===== src/common/scr_pkg.sv =====
package scr_pkg;
  // Reset configuration word low, field positions
  localparam int          RCW_W         = 32;
  localparam int          FACTOR_LSB      = 24;
  localparam int          FACTOR_W        = 4;
  localparam int          CORE_LSB        = 16;
  localparam int          CORE_W          = 7;
  localparam int          MEM_MODE_BIT    = 30;
  localparam int          LB_MODE_BIT     = 31;
  // System PLL factor encodings
  localparam logic [3:0]  FACTOR_X16_CODE = 4'h0;
  localparam logic [3:0]  FACTOR_RSVD     = 4'h1;
  localparam logic [5:0]  FACTOR_X16      = 6'h10;
  // Register byte offsets
  localparam logic [3:0]  LBCC_OFS      = 4'h0;
  localparam logic [3:0]  UCLK_OFS      = 4'h4;
  localparam logic [3:0]  CFGW_OFS      = 4'h8;
  localparam logic [3:0]  RATIO_OFS     = 4'hC;
  // Local bus divider select codes
  localparam logic [3:0]  LBDIV_2       = 4'h2;
  localparam logic [3:0]  LBDIV_4       = 4'h4;
  localparam logic [3:0]  LBDIV_8       = 4'h8;
  localparam logic [3:0]  LBDIV_RST     = 4'h2;
  // Per-unit clock selection
  localparam int          N_UNITS       = 4;
  localparam logic [1:0]  UCLK_OFF      = 2'h0;
  localparam logic [1:0]  UCLK_FULL     = 2'h1;
  localparam logic [1:0]  UCLK_HALF     = 2'h2;
  localparam logic [1:0]  UCLK_THIRD    = 2'h3;
  localparam logic [7:0]  UCLK_RST      = 8'hFF;
  localparam logic        PCI_RST       = 1'b1;
  localparam int          PCI_BIT       = 8;
  // Cycles for straps to cross the synchroniser before capture
  localparam logic [1:0]  CAP_WAIT      = 2'h2;
  // Strap vector: {txd3, pci host, input divide, reset_config_word_low}
  localparam int          STRAP_W       = RCW_W + 3;
endpackage


===== src/scr_clock_ratio_ctrl.sv =====
// The Avalon-MM register port and the register addresses were chosen for this implementation.
`timescale 1ns/10ps
// Behaviour
// RULE1: csb ratio is system PLL factor times one plus input divide bit.
// RULE2: In PCI host mode the prescaled input term is the primary clock input.
// RULE3: Core ratio from core PLL field, applied to the system bus clock.
// RULE4: PLL factor and core ratio come from captured reset config word low.
// RULE5: Memory-controller clock is csb times one plus memory clock-mode bit.
// RULE6: Memory bus clock out is memory-controller clock divided by two.
// RULE7: Local sync and three local clock outputs come from the local divider.
// RULE8: Local bus divides internal clock by 2/4/8; internal is 1x or 2x csb.
// RULE9: Software sets per-unit clocks; four units default third, PCI full.
// RULE10: Memory clock enables and gigabit tx clock are driven during reset.
// RULE11: Board holds ethernet tx data bit 3 high during hard reset.
// RULE12: Factor code 0000 means sixteen, 0001 reserved, others binary value.
// RULE13: Captured ratios stay constant until next reset; all clocks use them. Here the gigabit tx clock toggles every sys_clk without them.
module scr_clock_ratio_ctrl (
  input  wire logic                        sys_clk,
  input  wire logic                        rst,
  input  wire logic [scr_pkg::RCW_W-1:0]   reset_config_word_low,
  input  wire logic                        input_divide_config_bit,
  input  wire logic                        pci_host_mode,
  input  wire logic                        ethernet1_tx_data_bit3,
  input  wire logic [3:0]                  avs_address,
  input  wire logic                        avs_read,
  input  wire logic                        avs_write,
  input  wire logic [31:0]                 avs_writedata,
  output logic [31:0]                      avs_readdata,
  output logic                             avs_waitrequest,
  output logic                             config_valid,
  output logic                             config_reserved,
  output logic [5:0]                       csb_input_ratio,
  output logic [5:0]                       csb_primary_ratio,
  output logic [scr_pkg::CORE_W-1:0]       core_pll_ratio,
  output logic                             memory_bus_clock_out_p,
  output logic                             memory_bus_clock_out_n,
  output logic                             memory_data_tick,
  output logic                             local_sync_clock_out,
  output logic [2:0]                       local_bus_clock_outputs,
  output logic [scr_pkg::N_UNITS-1:0]      unit_clock_enable,
  output logic                             pci_clock_enable,
  output logic [1:0]                       memory_clock_enable,
  output logic                             memory_clock_enable_oe_n,
  output logic                             ethernet1_gigabit_tx_clock,
  output logic                             ethernet1_gigabit_tx_clock_oe_n,
  output logic                             txd3_low_seen
);
  import scr_pkg::*;

  typedef enum logic [1:0] {SCR_WAIT, SCR_RUN} scr_state_e;

  function automatic logic [5:0] scr_factor_mult(input logic [3:0] code);
    scr_factor_mult = (code == FACTOR_X16_CODE) ? FACTOR_X16 : {2'h0, code};
  endfunction

  function automatic logic [1:0] scr_half_m1(input logic [3:0] sel);
    case (sel)
      LBDIV_4: scr_half_m1 = 2'h1;
      LBDIV_8: scr_half_m1 = 2'h3;
      default: scr_half_m1 = 2'h0;
    endcase
  endfunction

  logic [STRAP_W-1:0]   strap_m_q;
  logic [STRAP_W-1:0]   strap_s_q;
  scr_state_e           state_q;
  scr_state_e           state_d;
  logic [1:0]           cap_cnt_q;
  logic [RCW_W-1:0]     cfgw_q;
  logic                 primary_clock_input_div_q;
  logic                 host_q;
  logic                 csb_ph_q;
  logic                 mbclk_q;
  logic                 mtick_q;
  logic [1:0]           lb_cnt_q;
  logic                 lclk_q;
  logic                 half_ph_q;
  logic [1:0]           third_cnt_q;
  logic [N_UNITS-1:0]   unit_en_q;
  logic                 pci_en_q;
  logic                 gtx_q;
  logic [3:0]           lbdiv_q;
  logic [7:0]           uclk_q;
  logic                 pci_sel_q;
  logic                 rvalid_q;
  logic [31:0]          rdata_q;
  logic                 txd3_low_q;

  wire                  running    = (state_q == SCR_RUN);
  wire [3:0]            factor_code = cfgw_q[FACTOR_LSB +: FACTOR_W];
  wire [5:0]            factor_mult = scr_factor_mult(factor_code);
  wire                  ddr_mode   = cfgw_q[MEM_MODE_BIT];
  wire                  lbiu_mode  = cfgw_q[LB_MODE_BIT];
  wire                  csb_tick   = running & csb_ph_q;
  wire                  ddr_tick   = running & (ddr_mode | csb_ph_q);
  wire                  lbiu_tick  = running & (lbiu_mode | csb_ph_q);
  wire                  half_tick  = csb_tick & half_ph_q;
  wire                  third_tick = csb_tick & (third_cnt_q == 2'h0);
  wire [1:0]            half_m1    = scr_half_m1(lbdiv_q);
  wire                  lb_wrap    = (lb_cnt_q >= half_m1);
  wire                  wr_lbcc    = avs_write & (avs_address == LBCC_OFS);
  wire                  wr_uclk    = avs_write & (avs_address == UCLK_OFS);
  wire                  lbdiv_ok   = (avs_writedata[3:0] == LBDIV_2) |
                                     (avs_writedata[3:0] == LBDIV_4) |
                                     (avs_writedata[3:0] == LBDIV_8);
  wire [31:0]           ratio_word = {12'h000, 1'b0, core_pll_ratio, csb_primary_ratio,
                                      csb_input_ratio};
  wire [31:0]           rd_mux     = (avs_address == LBCC_OFS)  ? {28'h0, lbdiv_q} :
                                     (avs_address == UCLK_OFS)  ? {23'h0, pci_sel_q, uclk_q} :
                                     (avs_address == CFGW_OFS)  ? cfgw_q :
                                     (avs_address == RATIO_OFS) ? ratio_word : 32'h0;

  // Straps from pins, two flops before use
  always_ff @(posedge sys_clk or posedge rst) begin
    if (rst) begin
      strap_m_q <= '0;
      strap_s_q <= '0;
    end else begin
      strap_m_q <= {ethernet1_tx_data_bit3, pci_host_mode, input_divide_config_bit,
                    reset_config_word_low};
      strap_s_q <= strap_m_q;
    end
  end

  always_comb begin
    state_d = state_q;
    case (state_q)
      SCR_WAIT: if (cap_cnt_q == 2'h0) state_d = SCR_RUN;
      SCR_RUN:  state_d = SCR_RUN;
      default:  state_d = SCR_WAIT;
    endcase
  end

  // Capture once after release; never reloaded while running
  always_ff @(posedge sys_clk or posedge rst) begin
    if (rst) begin
      state_q     <= SCR_WAIT;
      cap_cnt_q   <= CAP_WAIT;
      cfgw_q      <= '0;
      primary_clock_input_div_q <= 1'b0;
      host_q      <= 1'b0;
    end else begin
      state_q <= state_d;
      if (cap_cnt_q != 2'h0) begin
        cap_cnt_q <= cap_cnt_q - 2'h1;
      end
      if (state_q == SCR_WAIT && cap_cnt_q == 2'h0) begin // [RULE4] [RULE13]
        cfgw_q      <= strap_s_q[RCW_W-1:0];
        primary_clock_input_div_q <= strap_s_q[RCW_W];
        host_q      <= strap_s_q[RCW_W+1];
      end
    end
  end

  // Bit 3 must stay high while in reset; a low seen at capture is flagged
  always_ff @(posedge sys_clk or posedge rst) begin
    if (rst) begin
      txd3_low_q <= 1'b0;
    end else if (state_q == SCR_WAIT && cap_cnt_q == 2'h0) begin
      txd3_low_q <= ~strap_s_q[RCW_W+2]; // [RULE11]
    end
  end

  // Ratio reporting
  always_comb begin
    csb_input_ratio   = primary_clock_input_div_q ? 6'(factor_mult << 1) : factor_mult; // [RULE1] [RULE12]
    csb_primary_ratio = host_q ? factor_mult : csb_input_ratio;          // [RULE2]
  end
  assign core_pll_ratio  = cfgw_q[CORE_LSB +: CORE_W];                 // [RULE3] [RULE4]
  assign config_valid    = running;
  assign config_reserved = running & (factor_code == FACTOR_RSVD);     // [RULE12]

  // sys_clk stands for twice the csb rate; csb ticks every other cycle
  always_ff @(posedge sys_clk or posedge rst) begin
    if (rst) begin
      csb_ph_q <= 1'b0;
      mbclk_q  <= 1'b0;
      mtick_q  <= 1'b0;
    end else begin
      csb_ph_q <= running & ~csb_ph_q;
      mtick_q  <= ddr_tick;                                            // [RULE5] [RULE6]
      if (ddr_tick) begin
        mbclk_q <= ~mbclk_q;                                           // [RULE6]
      end
    end
  end
  assign memory_bus_clock_out_p = mbclk_q;
  assign memory_bus_clock_out_n = ~mbclk_q;
  assign memory_data_tick       = mtick_q;

  // Local bus divider; a wrap on >= survives a divider change mid-count
  always_ff @(posedge sys_clk or posedge rst) begin
    if (rst) begin
      lb_cnt_q <= 2'h0;
      lclk_q   <= 1'b0;
    end else if (lbiu_tick) begin                                      // [RULE8]
      if (lb_wrap) begin
        lb_cnt_q <= 2'h0;
        lclk_q   <= ~lclk_q;                                           // [RULE7] [RULE8]
      end else begin
        lb_cnt_q <= lb_cnt_q + 2'h1;
      end
    end
  end
  assign local_sync_clock_out    = lclk_q;
  assign local_bus_clock_outputs = {3{lclk_q}};                        // [RULE7]

  // Shared half and third rate phases for the unit enables
  always_ff @(posedge sys_clk or posedge rst) begin
    if (rst) begin
      half_ph_q   <= 1'b0;
      third_cnt_q <= 2'h0;
    end else if (csb_tick) begin
      half_ph_q   <= ~half_ph_q;
      third_cnt_q <= (third_cnt_q == 2'h2) ? 2'h0 : third_cnt_q + 2'h1;
    end
  end

  // Enables are pulses, not gated clocks; units qualify their own flops
  genvar gi;
  generate
    for (gi = 0; gi < N_UNITS; gi++) begin : g_unit
      wire [1:0] sel = uclk_q[2*gi +: 2];
      wire       tick = (sel == UCLK_FULL)  ? csb_tick :
                        (sel == UCLK_HALF)  ? half_tick :
                        (sel == UCLK_THIRD) ? third_tick : 1'b0;
      always_ff @(posedge sys_clk or posedge rst) begin
        if (rst) begin
          unit_en_q[gi] <= 1'b0;
        end else begin
          unit_en_q[gi] <= tick;                                       // [RULE9]
        end
      end
    end
  endgenerate

  always_ff @(posedge sys_clk or posedge rst) begin
    if (rst) begin
      pci_en_q <= 1'b0;
    end else begin
      pci_en_q <= pci_sel_q & csb_tick;                                // [RULE9]
    end
  end
  assign unit_clock_enable = unit_en_q;
  assign pci_clock_enable  = pci_en_q;

  // Pins kept out of high impedance, even in reset
  always_ff @(posedge sys_clk or posedge rst) begin
    if (rst) begin
      gtx_q <= 1'b0;
    end else begin
      gtx_q <= ~gtx_q;
    end
  end
  assign ethernet1_gigabit_tx_clock      = gtx_q;
  assign ethernet1_gigabit_tx_clock_oe_n = 1'b0;                       // [RULE10]
  assign memory_clock_enable             = {2{running}};
  assign memory_clock_enable_oe_n        = 1'b0;                       // [RULE10]
  assign txd3_low_seen                   = txd3_low_q;

  // Registers: writes take effect at once, reads have one wait state
  always_ff @(posedge sys_clk or posedge rst) begin
    if (rst) begin
      lbdiv_q   <= LBDIV_RST;
      uclk_q    <= UCLK_RST;
      pci_sel_q <= PCI_RST;
    end else begin
      if (wr_lbcc && lbdiv_ok) begin
        lbdiv_q <= avs_writedata[3:0];                                 // [RULE8]
      end
      if (wr_uclk) begin
        uclk_q    <= avs_writedata[7:0];                               // [RULE9]
        pci_sel_q <= avs_writedata[PCI_BIT];
      end
    end
  end

  always_ff @(posedge sys_clk or posedge rst) begin
    if (rst) begin
      rvalid_q <= 1'b0;
      rdata_q  <= 32'h0;
    end else begin
      rvalid_q <= avs_read & ~rvalid_q;
      if (avs_read && !rvalid_q) begin
        rdata_q <= rd_mux;
      end
    end
  end
  assign avs_waitrequest = avs_read & ~rvalid_q;
  assign avs_readdata    = rdata_q;
endmodule


===== config.mk =====
export PLATFORM = sky130hd
export DESIGN_NAME = scr_clock_ratio_ctrl
export DESIGN_NICKNAME = d
export VERILOG_FILES = /design/src/common/scr_pkg.sv /design/src/scr_clock_ratio_ctrl.sv
export SDC_FILE = /design/constraint.sdc
export NUM_CORES = 1
export LEC_CHECK = 0
export BUFFER_PORTS_ARGS = -buffer_cell sky130_fd_sc_hd__buf_2
export CAP_MARGIN = 20
export CORE_MARGIN = 4
export CORE_UTILIZATION = 30
export DETAILED_ROUTE_END_ITERATION = 8
export PLACE_DENSITY = 0.56
export SLEW_MARGIN = 10
export SYNTH_ARGS = -nofsm -noshare
export SYNTH_HDL_FRONTEND = slang
export SYNTH_SLANG_ARGS = --single-unit

===== constraint.sdc =====
create_clock -name sys_clk -period 15.7 [get_ports sys_clk]
set_clock_uncertainty 0.15 [all_clocks]
set_input_delay 0.785 -clock sys_clk [delete_from_list [all_inputs] [get_ports sys_clk]]
set_output_delay 0.785 -clock sys_clk [all_outputs]
set_load 0.1 [all_outputs]

==> results of run 1 <==
[kinds of logic after synthesis]
| kind of cell | synth area share |
|---|---|
| flip-flops | 0.684 |
| buffers and inverters | 0.0379 |
| XOR/XNOR | 0.00847 |
| multiplexers | 0.0986 |
| adder cells (fa/ha/maj) | 0.00605 |
| AND/OR/NAND/NOR | 0.0994 |
| AO/OA/AOI/OAI | 0.0653 |
| other | 0.000604 |
[layer usage]
metal,share of wire,global-route usage,vias to the layer above
li1,-,-,1829
met1,0.43,0.159,1953
met2,0.50,0.205,98
met3,0.044,0.0378,20
met4,0.022,0.0484,0
met5,0,0,-
[power by group through the flow]
stage	Combinational, mW	Clock [mW]	Sequential (mW)
final	0.162	0.426	0.477
after global routing	0.170	0.458	0.481
after CTS	0.163	0.437	0.477
after detailed placement	0.163	0	0.486
after global placement	0.162	0	0.485
after floorplan	0.0634	0	0.555
[sequential cells by signal, summed over array words and instances, names as in the netlist, 2 cells and up]
name and cells:
lbdiv_q 4, avs_readdata 32, cap_cnt_q 2, unit_clock_enable 4, lb_cnt_q 2, uclk_q 8
strap_s_q 35, third_cnt_q 2, cfgw_q 32, strap_m_q 35
[worst paths after layout]
kind / end / slack (ns) / startpoint
max in group asynchronous: strap_m_q[19]$_DFF_PP0_ / 13.86 / rst
worst min-delay path: strap_s_q[21]$_DFF_PP0_ / 0.19 / strap_m_q[21]$_DFF_PP0_
min in group asynchronous: txd3_low_seen$_DFFE_PP0P_ / 0.36 / rst
worst max-delay path: avs_waitrequest / 12.38 / avs_read
worst max register to register: lb_cnt_q[1]$_DFFE_PP0P_ / 13.53 / lbdiv_q[0]$_DFFE_PP0P_
worst min register to register: strap_s_q[21]$_DFF_PP0_ / 0.19 / strap_m_q[21]$_DFF_PP0_
[per-stage QoR]
stage / hold WS [ns] / worst slack (ns) / utilization
after floorplan: 0.181 / 10.21 / -
after global placement: 0.185 / 12.39 / 0.345
after detailed placement: 0.185 / 12.37 / 0.345
after CTS: 0.196 / 12.37 / 0.376
after global routing: 0.201 / 12.27 / 0.378
final: 0.195 / 12.38 / 0.378
[area by class of cell]
| cell class | instances | area, sq um |
|---|---|---|
| well taps | 270 | 338 |
| flip-flops and latches | 169 | 4240 |
| fillers | 2001 | 12600 |
| repair buffers | 128 | 698 |
| clock buffers | 20 | 457 |
| clock inverters | 12 | 155 |
| inverters | 9 | 38.8 |
| multi-input cells | 256 | 1750 |
[cells in the final DEF (no fill, tap or decap), drive strengths merged, types with 2 or more instances in the layout]
cell type / n
a21o: 4
a21oi: 13
a221oi: 13
a311oi: 4
a31oi: 2
buf: 128
bufinv: 2
clkbuf: 20
clkinv: 5
conb: 2
dfrtp: 158
dfstp: 11
ha: 3
inv: 14
mux2: 49
mux2i: 6
nand2: 50
nand2b: 3
nand3: 15
nor2: 34
nor2b: 6
nor3: 5
nor4: 4
nor4b: 3
o21ai: 14
o31ai: 3
or2: 3
or3: 2
or4b: 2
xnor2: 5
==> impl_metrics.json, run 1 <==
{
  "status": "finished clean",
  "cellPowerDensity_mw_per_mm2": 139,
  "max_stage_delay_ns": 0.41,
  "synthTopCellsByCount": "dfrtp_1, nand2_1, mux2_2, nor2_1, nand3_1",
  "worstHoldPathType": "reg -> reg",
  "cts_resized": 0,
  "path_buf_inv": 5,
  "diodes": 0,
  "initial_core_util": 0.306,
  "clock-sinks": 169,
  "synth_warnings": 0,
  "ant_nets": 0,
  "post_dp_cell_area_sq_mm": 0.00701,
  "cts_buffer_depth": 2,
  "wire_per_inst_microns": 16.5,
  "grt_pass1_wl_mm": 22.9,
  "max_freq_mhz": 301,
  "clk_latency_ns": 0.42,
  "die_y_microns": 152,
  "end_kind": "output pin",
  "path_max_fanout": 42,
  "rows": 52,
  "drt_pass1_iterations": 4,
  "stdcell_count": 864,
  "required_ns": 14.77,
  "swShare": 0.307,
  "path_cells": "buf_2, nand2b_2, buf_4, clkinv_1, buf_4, buf_2",
  "rsz0062_at_grt": "no",
  "die_area_sq_mm": 0.0231,
  "worstRegToRegCells": 5,
  "max-slew-margin-rel": 0.484,
  "grt_overflow": 0,
  "drv_cap": 0,
  "final_cell_area_sq_mm": 0.00768,
  "io_buffers": 121,
  "io_pins": 147,
  "post-cts-setup-buffer-count": 0,
  "crit_arrival_ns": 2.39,
  "power_frac_clock": 0.400,
  "final_nets": 659,
  "cts_hold_buffers": 0,
  "grt_pass1_vias": 4130,
  "synthFlopType": "dfrtp_1",
  "critical-path-slowest-cell": "clkinv_1",
  "die_w_microns": 152,
  "holdPathStages": 0,
  "antenna_found_initial": 0,
  "synth-seq-cells": 169,
  "yosys-top-cells-area": "dfrtp_1, mux2_2, dfstp_2",
  "finalPower_mw": 1.07,
  "cts_tree": "done",
  "cts_root_buffer": "clkbuf_16",
  "drive_gt1_frac": 0.389,
  "area_delta_synth_final_pct": 23.8,
  "path_class": "in -> out",
  "avgViaCountPerCell": 4.51,
  "period_minus_slack_ns": 3.32,
  "drv_slew": 0,
  "switchingPower_uw": 327,
  "netlist_area_sq_mm": 0.00621,
  "place_congestion": 0.790,
  "crit_family": "buffers and inverters",
  "dr_total_vias": 3900,
  "vdd_drop_max_uv": 75.0,
  "finalSetupViolCount": 0,
  "fin_crit_sh": 0.212,
  "synthArstFlopShare": 1.00,
  "finalHoldViolations": 0,
  "grt_start_max_net_pins": 87,
  "syn_inst": 470,
  "yosysTopAreaCell": "dfrtp_1",
  "drt_wl_total_mm": 14.2,
  "globalRouteTotalUtil": 0.126,
  "htree_levels": 4,
  "synth_cell_type_count": 46,
  "synth.most_common_cell": "dfrtp_1",
  "dp.cells": 830,
  "path_clk_slew_ns": 0.07,
  "synth_sequential_area_ratio": 0.684,
  "setup_tns_ns": 0,
  "p_comb_frac": 0.152,
  "cts_made_buffers": 17,
  "intPower_uw": 739,
  "worst_pin_slew_ns": 0.773,
  "drt_iter0_markers": 267,
  "drc": 0,
  "path_depth": 6,
  "core_area_sq_mm": 0.0203,
  "p_seq_frac": 0.448,
  "detailed_place_hpwl_mm": 10.1,
  "p_leak_nw": 3.78,
  "synth-edff-count": 0,
  "synth.avg_cell_area_sq_um": 13.2,
  "synthDominantCellAreaShare": 0.637,
  "startpoint_type": "input port"
}
(Power assumes the default switching activity.)
==> run 2: changes to the inputs <==
Settings changed: ABC_AREA set to 1, PLACE_DENSITY 0.56 to 0.55.
Clock period 15.7 ns to 3.4 ns, I/O delays scaled along.
==> impl_metrics.json, run 2 <==
{
  "status": "finished clean",
  "clk_latency_ns": 0.41,
  "crit_arrival_ns": 2.02,
  "layout_commonest_cell": "dfrtp_1",
  "max_freq_mhz": 427,
  "synth-edff-count": 0,
  "die_w_microns": 155,
  "final_nets": 839,
  "avgViaCountPerCell": 4.20,
  "synth.avg_cell_area_sq_um": 10.8,
  "cellPowerDensity_mw_per_mm2": 583,
  "die_area_sq_mm": 0.0240,
  "setup.worst_path.start": "avs_read",
  "detailed_place_hpwl_mm": 10.3,
  "netlist_area_sq_mm": 0.00646,
  "clock-sinks": 169,
  "diodes": 0,
  "io_pins": 147,
  "path_clk_slew_ns": 0.06,
  "yosys-top-cells-area": "dfrtp_1, nand2_1, dfstp_2",
  "worstHoldPathType": "in -> reg",
  "synthDominantCellAreaShare": 0.612,
  "p_comb_frac": 0.152,
  "required_ns": 3.08,
  "drive_gt1_frac": 0.277,
  "synthFlopType": "dfrtp_1",
  "max-slew-margin-rel": 0.405,
  "rr_startpoint": "cap_cnt_q[1]$_DFFE_PP1N_",
  "cts_made_buffers": 17,
  "wire_per_inst_microns": 14.0,
  "grt_overflow": 0,
  "dp.cells": 970,
  "drt_wl_total_mm": 14.7,
  "cts_root_buffer": "clkbuf_16",
  "globalRouteTotalUtil": 0.129,
  "finalHoldViolations": 0,
  "grt_pass1_vias": 4514,
  "drt_pass1_iterations": 4,
  "p_leak_nw": 4.19,
  "syn_inst": 600,
  "n_fill_cell": 2097,
  "dr_total_vias": 4399,
  "stdcell_count": 1047,
  "yosysTopAreaCell": "dfrtp_1",
  "htree_levels": 4,
  "rsz0062_at_grt": "no",
  "period_minus_slack_ns": 2.34,
  "rows": 53,
  "core_area_sq_mm": 0.0211,
  "hold_start": "avs_address[3]",
  "drv_slew": 0,
  "r2r-end": "cfgw_q[12]$_DFFE_PP0P_",
  "hold_end": "uclk_q[3]$_DFFE_PP1P_",
  "dp_slack_ns": 1.20,
  "place_congestion": 0.756,
  "fin_crit_sh": 0.689,
  "startpoint_type": "input port",
  "register_area_sq_mm": 0.00424,
  "worstRegToRegCells": 6,
  "cts_tree": "done",
  "swShare": 0.286,
  "rrSetupSlack_ns": 1.24,
  "drv_cap": 0,
  "synth-seq-cells": 169,
  "ant_nets": 0,
  "power_frac_clock": 0.395,
  "fin_ws_ns": 1.06,
  "finalSetupViolCount": 0,
  "antenna_found_initial": 0,
  "area_delta_synth_final_pct": 28.7,
  "path_max_fanout": 17,
  "drt_iter0_markers": 217,
  "cts_buffer_depth": 2,
  "holdPathStages": 4,
  "setup_tns_ns": 0,
  "die_y_microns": 155,
  "synth.most_common_cell": "dfrtp_1",
  "end_kind": "output pin",
  "p_seq_frac": 0.452,
  "initial_core_util": 0.307,
  "switchingPower_mw": 1.39,
  "grt_pass1_wl_mm": 24.1,
  "synth_cell_type_count": 36,
  "cts_resized": 0,
  "synth_warnings": 0,
  "post-cts-setup-buffer-count": 0,
  "path_class": "in -> out",
  "grt_start_max_net_pins": 70,
  "multiInputGateArea_sq_mm": 0.00181,
  "intPower_mw": 3.46,
  "io_buffers": 121,
  "synth_sequential_area_ratio": 0.656,
  "drc": 0,
  "synthArstFlopShare": 1.00,
  "mostFrequentLayoutCells": "dfrtp_1, nand2_1, buf_2, nor2_1, dlygate4sd3_1",
  "reg.largest.list": "strap_m_q: 35 flops, strap_s_q: 35 flops",
  "vdd_drop_max_uv": 391,
  "worst_pin_slew_ns": 0.891,
  "synthTopCellsByCount": "dfrtp_1, nand2_1, nor2_1, inv_1, nand3_1"
}
-- run 2: cell count changes after synthesis, sizes merged, moves of 5 or more --
cell and change:
mux2i -6, mux2 -30, nor3 -5, buf +5
nor2b -6, nand2 +98, a221oi -13, inv +43
o21ai +20, nor2 +34, clkbuf -11, nand3 +17
a21oi +10
-- run 2: layout make-up --
| cell class | count | area share |
|---|---|---|
| sequential | 169 | 0.510 |
| multi-input combinational | 349 | 0.218 |
| timing repair buffer | 172 | 0.136 |
| clock buffer | 23 | 0.0599 |
| tap | 275 | 0.0414 |
| inverter | 52 | 0.0239 |
| clock inverter | 7 | 0.0110 |
-- run 2: worst max path at each step --
stage | endpoint | slack, ns
floorplan | avs_readdata[3]$_DFFE_PP0P_ | 0.17
detailed placement | cfgw_q[12]$_DFFE_PP0P_ | 1.20
global placement | cfgw_q[16]$_DFFE_PP0P_ | 1.24
CTS | avs_waitrequest | 1.03
global route | avs_waitrequest | 0.98
finish | avs_waitrequest | 1.06
-- run 2: what timing repair did --
item / CTS / global route
hold buffers: 47 / 0
hold endpoints to repair: 75 / 0
setup endpoints to repair: 0 / 0
-- run 2: metal layers --
layer | routed length, microns | global-route usage | share of wire
met5 | 0 | 0 | 0
met1 | 7180 | 0.179 | 0.49
met3 | 549 | 0.0285 | 0.037
met4 | 302 | 0.0521 | 0.021
met2 | 6640 | 0.195 | 0.45
-- run 2: cells by family after synthesis --
kind of cell / Yosys count / synth area share
flip-flops: 169 / 0.656
XOR/XNOR: 4 / 0.00542
other: 1 / 0.000580
adder cells (fa/ha/maj): 3 / 0.00581
buffers and inverters: 83 / 0.0643
AND/OR/NAND/NOR: 251 / 0.163
multiplexers: 19 / 0.0331
AO/OA/AOI/OAI: 70 / 0.0712
-- run 2: power groups by stage --
stage               sequential, mW  clock [mW]  combinational, mW
detailed placement            2.23           0              0.705
global placement              2.23           0              0.701
finish                        2.19        1.92              0.738
global route                  2.21        2.05              0.789
floorplan                     2.47           0              0.343
CTS                           2.19        1.97              0.748
-- run 2: stage by stage --
step / area, sq um / hold slack [ns] / power (mW) / utilization
final: 8320 / 0.0992 / 4.85 / 0.395
after global routing: 8320 / 0.114 / 5.05 / 0.395
after CTS: 8320 / 0.0774 / 4.92 / 0.395
after detailed placement: 7260 / 0.129 / 2.94 / 0.344
after global placement: 7260 / 0.128 / 2.93 / 0.344
after floorplan: 6470 / 0.0514 / 2.81 / -
-- run 2: critical path: stages --
cell	delay, ns
dlygate4sd3_1	0.52
buf_2	0.09
inv_1	0.06
nor2_4	0.41
buf_4	0.31
buf_2	0.45
